--- config.mk ---
export PLATFORM = sky130hd
export DESIGN_NAME = line_codec
export DESIGN_NICKNAME = d
export VERILOG_FILES = /design/src/verilog/codec_pkg.sv /design/src/verilog/line_codec.sv /design/src/verilog/sync_loss_monitor.sv
export VERILOG_INCLUDE_DIRS = /design/src /design/src/verilog
export SDC_FILE = /design/constraint.sdc
export NUM_CORES = 1
export LEC_CHECK = 0
export BUFFER_PORTS_ARGS = -buffer_cell sky130_fd_sc_hd__buf_2
export CORE_ASPECT_RATIO = 0.9
export CORE_MARGIN = 3
export CORE_UTILIZATION = 50
export CTS_BUF_LIST = sky130_fd_sc_hd__clkbuf_8 sky130_fd_sc_hd__clkbuf_16
export CTS_CLUSTER_SIZE = 28
export DETAILED_ROUTE_END_ITERATION = 12
export PLACE_DENSITY = 0.76
export RECOVER_POWER = 25
export SLEW_MARGIN = 10
export SYNTH_ARGS = -nofsm -noshare
export SYNTH_HDL_FRONTEND = slang
export SYNTH_HIERARCHICAL = 1
export SYNTH_SLANG_ARGS = --single-unit
--- constraint.sdc ---
create_clock -name clk -period 4.4 [get_ports clk]
set_input_delay 0.88 -clock clk [delete_from_list [all_inputs] [get_ports clk]]
set_output_delay 0.88 -clock clk [all_outputs]
set_load 0.05 [all_outputs]
--- src/verilog/codec_cfg.svh ---
`ifndef CODEC_CFG_SVH
`define CODEC_CFG_SVH

// ==================================================
// Clock and line rates
`define CLK_MHZ 125
`define BIT_MHZ 32
`define ACC_W 8
`define ACC_STEP (2 * `BIT_MHZ)
`define ACC_MOD `CLK_MHZ

// ==================================================
// Symbol framing
`define SYM_LAST 3'h4
`define NIB_CLK_HI 3'h2
`define NIB_VALUES 16
`define SYM_ESC 5'h11
`define SYM_TABLE {5'h1D, 5'h1C, 5'h1B, 5'h1A, 5'h17, 5'h16, 5'h13, \
	5'h12, 5'h0F, 5'h0E, 5'h0B, 5'h0A, 5'h15, 5'h14, 5'h09, 5'h1E}

// ==================================================
// Sync-loss monitor
`define BLOCK_SYMBOLS (1 << 16)
`define BLK_CNT_W 17
`define BAD_LIMIT 2'h1
`define BAD_MAX 2'h2
`define CNT_W 32

// ==================================================
// Register map
`define ADDR_W 8
`define REG_CTRL 8'h00
`define REG_STATUS 8'h04
`define REG_EVENT 8'h08
`define REG_MASK 8'h0C
`define REG_COUNT 8'h10
`define CTRL_TX_EN 0
`define CTRL_REALIGN 1
`define CTRL_RST 1'h1
`define ST_DEFECT 0
`define ST_LOCKED 1
`define ST_SSF 2
`define EV_RAISE 0
`define EV_CLEAR 1
`define EV_INVALID 2
`define EV_W 3

`endif

--- src/verilog/codec_pkg.sv ---
`include "codec_cfg.svh"

package codec_pkg;
	typedef enum logic [1:0] {HUNT = 2'b01, LOCK = 2'b10} align_t;

	typedef struct packed {
		logic valid;
		logic invalid;
	} sym_evt_t;

	typedef struct packed {
		logic ok;
		logic esc;
		logic [3:0] nib;
	} code_t;

	typedef struct packed {
		logic defect;
		logic report;
		logic server_fail;
		logic [`CNT_W-1:0] count;
	} mon_out_t;

	typedef struct packed {
		logic [`BLK_CNT_W-1:0] blk_cnt;
		logic [1:0] bad;
		mon_out_t o;
	} mon_state_t;

	typedef struct packed {
		logic [2:0] rxc;
		logic [1:0] rxd;
		logic [`ACC_W-1:0] acc;
		logic tclk;
		logic [2:0] tslot;
		logic [4:0] tshift;
		logic tlevel;
		logic tnclk;
		logic rprev;
		logic [4:0] rwin;
		logic [2:0] rslot;
		align_t align;
		logic [3:0] rnib;
		logic resc;
		logic rnclk;
		logic sym_valid;
		logic sym_invalid;
		logic dprev;
		logic tx_en;
		logic [`EV_W-1:0] ev;
		logic [`EV_W-1:0] mask;
		logic irq;
		logic [31:0] prdata;
		logic pready;
		logic pslverr;
	} top_state_t;
endpackage : codec_pkg

--- src/verilog/line_codec.sv ---
`timescale 1ns/1ps
`include "codec_cfg.svh"

// Operation
// - Encode nibble or escape into one symbol
// - NRZI-code serial symbol bits on transmit
// - Five line bits per nibble period
// - Undo NRZI before hunting symbol boundaries
// - Find and hold five-bit symbol alignment
// - Decode symbol to nibble or escape
// - Raise defect on two invalids per block
// - Clear defect after block with at most one invalid
// - Count every invalid received symbol
module line_codec #(
	parameter int BLOCK_LEN = `BLOCK_SYMBOLS
) (
	input wire logic clk, // System clock
	input wire logic rst_b, // Asynchronous reset
	input wire logic [3:0] tx_nibble_data, // Nibble to send
	input wire logic tx_escape_flag, // Send escape
	output logic tx_nibble_clock, // Nibble rate strobe
	output logic line_tx_clock, // Transmit bit clock
	output logic line_tx_data, // Transmit line bit
	input wire logic line_rx_clock, // Receive bit clock
	input wire logic line_rx_data, // Receive line bit
	output logic [3:0] rx_nibble_data, // Received nibble
	output logic rx_escape_flag, // Received escape
	output logic rx_nibble_clock, // Received nibble clock
	output logic server_fail_out, // Server fail
	output logic symbol_sync_loss_report, // Defect report
	output logic [`CNT_W-1:0] invalid_symbol_count, // Invalid count
	input wire logic [`ADDR_W-1:0] paddr, // APB address
	input wire logic psel, // APB select
	input wire logic penable, // APB enable
	input wire logic pwrite, // APB direction
	input wire logic [31:0] pwdata, // APB write data
	output logic [31:0] prdata, // APB read data
	output logic pready, // APB ready
	output logic pslverr, // APB error
	output logic irq // Interrupt
);
	logic [1:0] rsync;
	logic srst_b;
	codec_pkg::top_state_t s;
	codec_pkg::top_state_t next_s;
	codec_pkg::mon_out_t mon;
	codec_pkg::sym_evt_t evt;
	codec_pkg::code_t code;
	logic [`ACC_W:0] acc_sum;
	logic tx_bit;
	logic dbit;
	logic [4:0] win;
	logic rx_edge;
	logic sym_done;
	logic setup;
	logic access;
	logic wr;
	logic unmapped;
	logic realign;
	logic drise;
	logic dfall;
	logic [`EV_W-1:0] ev_set;
	logic [`EV_W-1:0] ev_clr;
	logic [31:0] rd_word;

	// ==================================================
	// Symbol table helpers
	function automatic logic [4:0] enc(input logic [3:0] n,
		input logic x);
		logic [79:0] t;
		t = `SYM_TABLE;
		enc = x ? `SYM_ESC : t[n * 5 +: 5];
	endfunction : enc

	function automatic codec_pkg::code_t dec(input logic [4:0] sym);
		logic [79:0] t;
		codec_pkg::code_t r;
		t = `SYM_TABLE;
		r = '0;
		if (sym == `SYM_ESC) begin
			r.ok = 1'b1;
			r.esc = 1'b1;
		end
		for (int i = 0; i < `NIB_VALUES; i++) begin
			if (t[i * 5 +: 5] == sym) begin
				r.ok = 1'b1;
				r.nib = 4'(i);
			end
		end
		dec = r;
	endfunction : dec

	// ==================================================
	// Reset release
	always_ff @(posedge clk or negedge rst_b) begin
		if (!rst_b) begin
			rsync <= '0;
		end else begin
			rsync <= {rsync[0], 1'b1};
		end
	end

	assign srst_b = rsync[1];

	// ==================================================
	// Sync-loss monitor
	assign evt = '{valid: s.sym_valid, invalid: s.sym_invalid};

	sync_loss_monitor #(
		.BLOCK_LEN(BLOCK_LEN)
	) u_mon (
		.clk(clk),
		.srst_b(srst_b),
		.evt(evt),
		.st(mon)
	);

	// ==================================================
	// Next state
	always_comb begin
		next_s = s;
		acc_sum = '0;
		tx_bit = 1'b0;
		dbit = 1'b0;
		win = '0;
		rx_edge = 1'b0;
		sym_done = 1'b0;
		code = '0;
		setup = 1'b0;
		access = 1'b0;
		wr = 1'b0;
		unmapped = 1'b0;
		realign = 1'b0;
		ev_set = '0;
		ev_clr = '0;
		rd_word = '0;

		// Pin inputs cross through two flops first
		next_s.rxc = {s.rxc[1:0], line_rx_clock};
		next_s.rxd = {s.rxd[0], line_rx_data};
		next_s.sym_valid = 1'b0;
		next_s.sym_invalid = 1'b0;

		// Fractional divider: 32 MHz from 125 MHz, one cycle jitter
		acc_sum = {1'b0, s.acc} + (`ACC_W + 1)'(`ACC_STEP);
		if (acc_sum >= (`ACC_W + 1)'(`ACC_MOD)) begin
			next_s.acc = `ACC_W'(acc_sum - (`ACC_W + 1)'(`ACC_MOD));
			next_s.tclk = ~s.tclk;
			tx_bit = s.tclk;
		end else begin
			next_s.acc = acc_sum[`ACC_W-1:0];
		end

		// Bit boundary on the falling line clock
		if (tx_bit) begin
			if (s.tslot == `SYM_LAST) begin
				next_s.tslot = '0;
				next_s.tshift = enc(tx_nibble_data, tx_escape_flag);
				next_s.tnclk = 1'b0;
			end else begin
				next_s.tslot = s.tslot + 1'b1;
				next_s.tshift = {s.tshift[3:0], 1'b0};
				if (s.tslot + 1'b1 == `NIB_CLK_HI) begin
					next_s.tnclk = 1'b1;
				end
			end
			// Disabled transmitter holds the line level
			if (next_s.tshift[4] && s.tx_en) begin
				next_s.tlevel = ~s.tlevel;
			end
		end

		// Receive bit: decode NRZI, then look for boundaries
		rx_edge = s.rxc[1] & ~s.rxc[2];
		dbit = s.rxd[1] ^ s.rprev;
		win = {s.rwin[3:0], dbit};
		if (rx_edge) begin
			next_s.rprev = s.rxd[1];
			next_s.rwin = win;
			sym_done = (s.rslot == `SYM_LAST);
			case (s.align)
				codec_pkg::HUNT: begin
					if (win == `SYM_ESC) begin
						next_s.align = codec_pkg::LOCK;
						sym_done = 1'b1;
					end
				end
				codec_pkg::LOCK: begin
					next_s.align = codec_pkg::LOCK;
				end
				default: begin
					next_s.align = codec_pkg::HUNT;
				end
			endcase
			if (sym_done) begin
				next_s.rslot = '0;
				code = dec(win);
				next_s.sym_valid = 1'b1;
				next_s.sym_invalid = ~code.ok;
				next_s.rnib = code.nib;
				next_s.resc = code.esc;
				next_s.rnclk = 1'b1;
			end else begin
				next_s.rslot = s.rslot + 1'b1;
				if (s.rslot == `NIB_CLK_HI) begin
					next_s.rnclk = 1'b0;
				end
			end
		end

		// Defect edges feed events; a rising defect forces a new hunt
		drise = mon.defect & ~s.dprev;
		dfall = ~mon.defect & s.dprev;
		next_s.dprev = mon.defect;
		ev_set[`EV_RAISE] = drise;
		ev_set[`EV_CLEAR] = dfall;
		ev_set[`EV_INVALID] = s.sym_valid & s.sym_invalid;

		// APB slave, one wait-free access phase
		setup = psel & ~penable;
		access = psel & penable & s.pready;
		case (paddr)
			`REG_CTRL: begin
				rd_word[`CTRL_TX_EN] = s.tx_en;
			end
			`REG_STATUS: begin
				rd_word[`ST_DEFECT] = mon.defect;
				rd_word[`ST_LOCKED] = (s.align == codec_pkg::LOCK);
				rd_word[`ST_SSF] = mon.server_fail;
			end
			`REG_EVENT: begin
				rd_word[`EV_W-1:0] = s.ev;
			end
			`REG_MASK: begin
				rd_word[`EV_W-1:0] = s.mask;
			end
			`REG_COUNT: begin
				rd_word = mon.count;
			end
			default: begin
				unmapped = 1'b1;
			end
		endcase
		next_s.pready = setup;
		next_s.pslverr = setup & unmapped;
		if (setup) begin
			next_s.prdata = rd_word;
		end
		wr = access & pwrite & ~s.pslverr;
		if (wr) begin
			case (paddr)
				`REG_CTRL: begin
					next_s.tx_en = pwdata[`CTRL_TX_EN];
					realign = pwdata[`CTRL_REALIGN];
				end
				`REG_EVENT: begin
					ev_clr = pwdata[`EV_W-1:0];
				end
				`REG_MASK: begin
					next_s.mask = pwdata[`EV_W-1:0];
				end
				default: begin
					realign = 1'b0;
				end
			endcase
		end
		if (realign || drise) begin
			next_s.align = codec_pkg::HUNT;
		end

		// A new event beats a same-cycle clear
		next_s.ev = (s.ev & ~ev_clr) | ev_set;
		next_s.irq = |(next_s.ev & next_s.mask);
	end

	always_ff @(posedge clk or negedge srst_b) begin
		if (!srst_b) begin
			s <= '0;
			s.align <= codec_pkg::HUNT;
			s.tx_en <= `CTRL_RST;
		end else begin
			s <= next_s;
		end
	end

	// ==================================================
	// Outputs
	assign tx_nibble_clock = s.tnclk;
	assign line_tx_clock = s.tclk;
	assign line_tx_data = s.tlevel;
	assign rx_nibble_data = s.rnib;
	assign rx_escape_flag = s.resc;
	assign rx_nibble_clock = s.rnclk;
	assign server_fail_out = mon.server_fail;
	assign symbol_sync_loss_report = mon.report;
	assign invalid_symbol_count = mon.count;
	assign prdata = s.prdata;
	assign pready = s.pready;
	assign pslverr = s.pslverr;
	assign irq = s.irq;
endmodule : line_codec

--- src/verilog/sync_loss_monitor.sv ---
`timescale 1ns/1ps
`include "codec_cfg.svh"

module sync_loss_monitor #(
	parameter int BLOCK_LEN = `BLOCK_SYMBOLS
) (
	input wire logic clk, // System clock
	input wire logic srst_b, // Synchronised reset
	input codec_pkg::sym_evt_t evt, // Symbol event
	output codec_pkg::mon_out_t st // Defect and counter
);
	codec_pkg::mon_state_t s;
	codec_pkg::mon_state_t next_s;
	logic [1:0] bad_now;
	logic blk_end;

	// ==================================================
	// Block bookkeeping
	always_comb begin
		next_s = s;
		bad_now = s.bad;
		blk_end = 1'b0;
		if (evt.valid) begin
			if (evt.invalid) begin
				next_s.o.count = s.o.count + 1'b1;
				// Saturate: only "more than one" matters
				if (s.bad != `BAD_MAX) begin
					bad_now = s.bad + 1'b1;
				end
			end
			blk_end = (s.blk_cnt == `BLK_CNT_W'(BLOCK_LEN - 1));
			if (blk_end) begin
				next_s.blk_cnt = '0;
				next_s.bad = '0;
			end else begin
				next_s.blk_cnt = s.blk_cnt + 1'b1;
				next_s.bad = bad_now;
			end
			if (bad_now > `BAD_LIMIT) begin
				next_s.o.defect = 1'b1;
			end else if (blk_end) begin
				next_s.o.defect = 1'b0;
			end
		end
		next_s.o.report = next_s.o.defect;
		next_s.o.server_fail = next_s.o.defect;
	end

	always_ff @(posedge clk or negedge srst_b) begin
		if (!srst_b) begin
			s <= '0;
		end else begin
			s <= next_s;
		end
	end

	assign st = s.o;
endmodule : sync_loss_monitor
Yosys cells after proc, flatten, opt, wreduce, memory -nomap -nowiden

Cells that the tools add are included.

Muxes and demuxes: 69
Equal/unequal tests: 30
Shifts and indexed selects: 1
Reduce and logical (&&, ||, !) cells: 17
$mul: 1
Add/sub/neg operators: 7
Magnitude comparators: 2
Bitwise logic cells: 23

Operators by type and width:

| kind                                                                          | number |
|---|---|
| 80-bit by 8-bit variable part select with 5-bit output (first input constant) | 1 |
| 4-bit 2-to-1 mux                                                              | 14 |
| 5-bit equality test (first input constant)                                    | 11 |
| 32-bit by 1-bit adder with 32-bit output (second input constant)              | 1 |
| 1-bit 2-to-1 mux                                                              | 32 |
| 29-bit 2-to-1 mux                                                             | 1 |
| 4-bit by 5-bit equality test with 1-bit output (first input constant)         | 5 |
| 8-bit 2-to-1 mux                                                              | 3 |
| 19-bit 2-to-1 mux                                                             | 1 |
| 17-bit by 1-bit adder with 17-bit output (second input constant)              | 1 |
| 17-bit by 16-bit equality test with 1-bit output (second input constant)      | 1 |
| 8-bit by 4-bit equality test with 1-bit output (second input constant)        | 2 |
| 2-bit AND reduction                                                           | 8 |
| 3-bit 2-to-1 mux                                                              | 5 |
| 2-bit 2-to-1 mux                                                              | 7 |
| 1-bit bitwise AND                                                             | 10 |
| 10-bit 2-to-1 mux                                                             | 1 |
| 5-bit 2-to-1 mux                                                              | 2 |
| 8-bit by 7-bit adder with 9-bit output (second input constant)                | 1 |
| 9-bit by 7-bit >= comparator with 1-bit output (second input constant)        | 1 |
| 8-bit by 3-bit equality test with 1-bit output (second input constant)        | 1 |
| 8-bit by 5-bit equality test with 1-bit output (second input constant)        | 1 |
| 8-bit logical NOT                                                             | 1 |
| 1-bit NOT                                                                     | 8 |
| 24 further kinds                                                              | 31 |

Output and inout port bits: 78
Register bits: 138
Input port bits: 52

Logic depth before layout (Yosys ltp)

Depth after elaboration: 25
Mapped depth: 8
Mapped depth without buffers: 7

Hierarchy

The synthesis kept the hierarchy.

By module, submodules not included:

| module            | seq. area each (sq um) | times used | cells an instance | area each (sq um) |
|---|---|---|---|---|
| line_codec        | 2,154.6                | 1          | 438               | 4,257.8 |
| sync_loss_monitor | 1,301.2                | 1          | 248               | 2,647.5 |

Worst setup path before layout

Ideal clock, no wire load.

Path type: input-to-reg
Start: input port paddr[2]
End: register s, in the netlist irq
Setup time: 126 ps
Required time: 4,274 ps
Setup slack: 2,169 ps
Data arrival time: 2,105 ps
Cell stages on the path: 6
Buffers on the path: 1
Path through: clkbuf_1 > nor4b_1 > and4b_1 > nand2_1 > a21o_1 > a221o_1

RTL lines:

| what                 | RTL line          | RTL |
|---|---|---|
| from (decl)          | line_codec.sv:32  | `` input wire logic [`ADDR_W-1:0] paddr, `` |
| to (signal assigned) | line_codec.sv:282 | `s <= next_s;` |
| to (decl)            | line_codec.sv:44  | `codec_pkg::top_state_t s;` |

==> impl_metrics.ini <==
[run_status]
outcome = finished with violations
violations = capacitance limit, slew limit

[logic_synthesis]
yosys.area.top_type = dfrtp_1
yosys-top-cells-area = dfrtp_1, buf_4, xnor2_1
synth_cell_types = 67
synth_cells = 686
synth_edf_count = 0
syn_nets = 754
async_flop_share_pct = 100
synth_sequential_area_ratio_pct = 50.0
ys_ff_latch = 138
synth_area_um2 = 6910
synth_top_cell_area_share_pct = 49.3
synth_ff_type = dfrtp_1
syn_area_per_cell_um2 = 10.1
ys_warn_count = 6

[grt]
overflow = 0
grt_pass1_vias = 4729
grt_pass1_wl_mm = 22.9
antenna_found_initial = 0
grt_max_degree = 66
grtUsageTotal_pct = 18.5

[timing]
hold_viol = 0
rsz0062_at_grt = false
clock_skew_ns = 0.00623
tns_ns = 0
finalCriticalPeriod_ns = 2.84
maxSlewHeadroom_pct = -65.2
setup-violations-final = 0
tightest_slew_ns = 2.48
clock.fmax_mhz = 352
slew_viol_final = 66
layout_setup_ws_ns = 1.56
fin_crit_sh_pct = 64.6

[floorplanning]
pin_count = 130
core_area_um2 = 13400
start_util_pct = 51.5
row_count = 40
fp.dieH_um = 117
die_area_um2 = 15300
die_width_um = 130

[pwr]
p_seq_share_pct = 44.1
power_frac_clock_pct = 45.4
ir_drop_mv = 0.251
power.switching_mw = 0.828
total_power_mw = 3.25
swShare_pct = 25.5
pwr-share-comb_pct = 10.5
cellLeakagePower_nw = 3.81
p_per_area_nw_per_um2 = 428
cell_internal_pwr_mw = 2.42

[critical_path]
crit_path_max_fanout = 65
crit_required_ns = 4.87
timing.rr.end = s[82]
r2r-start = rsync[1]
cpPeakStageDelay_ns = 2.01
worstSetupStartpoint = rsync[1]
path_class = reg -> async
cp-end-kind = async pin
crit_slowest_cell = dfrtp_1
cp_data_arrival_time_ns = 3.31
r2r_cells = 1
path_cells = buf_4
path_buf_inv = 1
critPathTopFamily = flip-flops
r2r_slack_ns = 1.56
startpoint_type = register

[clocking]
ctsHoldBuffers = 0
postCtsSetupBuffers = 0
clk_transition_reported_paths_ns = 0.05
clock-sinks = 138
htreeDepth = 4
clock_path_buffers = 2
ctsResizeCount = 0
numCtsBuffers = 17
clock-root-buffer = clkbuf_16
cts_tree = built
worstSkewPairLatency_ns = 0.42

[cells_and_area]
num_antenna_cells = 0
fin_nets = 781
final_layout_size_suffix_gt1_share_pct = 22.0
final_design_area_no_fill_um2 = 7600
area_growth_pct = 10.0

[hold_path]
worst_hold_path_type = in -> async

[placement]
dp_slack_ns = 1.45
dpl_cell_area_um2 = 6990
gp_congestion = 0.825
hpwl_mm = 9.68
io_buffers = 100

[drt]
first_pass_iters = 4
ant_nets = 0
drt-vias-per-instance = 5.39
num_vias = 4809
wire_per_inst_um = 15.1
wl_mm = 13.5
drt_iter0_markers = 235
drcViolationCount = 0

[flow_run]
maxCapViolations = 1
[metrics by stage]
stage	cells	hold WS, ns	util [%]
floorplan	686	0.331	-
global placement	862	0.334	52.1
detailed placement	862	0.337	52.1
CTS	892	0.224	56.7
global route	892	0.228	56.7
finish	892	0.240	56.7
[layer usage]
| layer | GRT usage, % | vias to the layer above | part of all wire, % |
|---|---|---|---|
| met3 | 5.40 | 20 | 4.8 |
| met1 | 25.1 | 2367 | 45 |
| met4 | 5.97 | 0 | 1.3 |
| li1 | - | 2304 | - |
| met5 | 0 | - | 0 |
| met2 | 28.6 | 118 | 49 |
[logic make-up (layout without fill, tap and decap cells)]
logic type	Yosys count	in the layout	synth area share (%)
AND/OR/NAND/NOR	273	273	20.3
AO/OA/AOI/OAI	68	68	6.83
buffers and inverters	121	159	10.8
other	1	1	0.0543
adder cells (fa/ha/maj)	16	16	2.90
multiplexers	11	11	1.74
XOR/XNOR	58	58	7.36
flip-flops	138	138	50.0
[cell usage after synthesis, types with 5 or more instances]
cell      count
nor2_1       30
o21ai_0      15
nor2b_1       7
nand4_1      17
ha_1         16
nor3_1        6
xor2_1        9
mux2_2        6
nand2_1     103
a21oi_1      14
dfrtp_1     136
buf_4        71
clkbuf_1     13
buf_2         8
o31ai_1       5
and4_1        7
xnor2_1      49
and3_1       11
inv_1        25
nand3_1      57
[layout by cell type (no fill, tap or decap), drive strengths merged, types with 4 or more instances in the layout]
cell type | netlist | routed
dfrtp | 136 | 136
nand2 | 104 | 104
buf | 82 | 101
nand3 | 58 | 58
xnor2 | 49 | 49
nor2 | 30 | 30
inv | 26 | 26
clkbuf | 13 | 20
o21ai | 20 | 20
nand4 | 18 | 18
ha | 16 | 16
a21oi | 15 | 15
and3 | 11 | 11
xor2 | 9 | 9
nor3 | 9 | 9
mux2 | 8 | 8
nor2b | 7 | 7
and4 | 7 | 7
o31ai | 6 | 6
or3 | 6 | 6
clkinv | 0 | 5
a22o | 4 | 4
bufinv | 0 | 4
nand2b | 4 | 4
nor4 | 4 | 4
[worst max path at each step]
stage	end	depth (start not counted)
5_1_grt	s[54]	1
4_1_cts	s[64]	7
3_3_place_gp	prdata[2]	6
2_1_floorplan	evt[0]	0
3_5_place_dp	prdata[2]	6
6_report	s[82]	1
[final cells by class]
class,instances,area (um^2)
clock buffer,18,439
tap,168,210
timing repair buffer,103,518
inverter,26,97.6
multi-input combinational,427,2700
fill,1130,5810
clock inverter,12,175
sequential,138,3460
[power by group through the flow]
stage / combinational [mW] / sequential (mW) / clock, mW
finish: 0.341 / 1.43 / 1.48
floorplan: 0.270 / 1.46 / 0
detailed placement: 0.344 / 1.46 / 0
CTS: 0.345 / 1.44 / 1.51
global placement: 0.331 / 1.45 / 0
global route: 0.388 / 1.45 / 1.56
[state kept, by name, indices dropped and copies added, names as in the netlist, 2 cells and up]
register,flops
rx_nibble_data,4
u_mon/st,33
u_mon/s,19
s,35
rsync,2
evt,2
next_s,3
prdata,32
(Power assumes the default switching activity.)
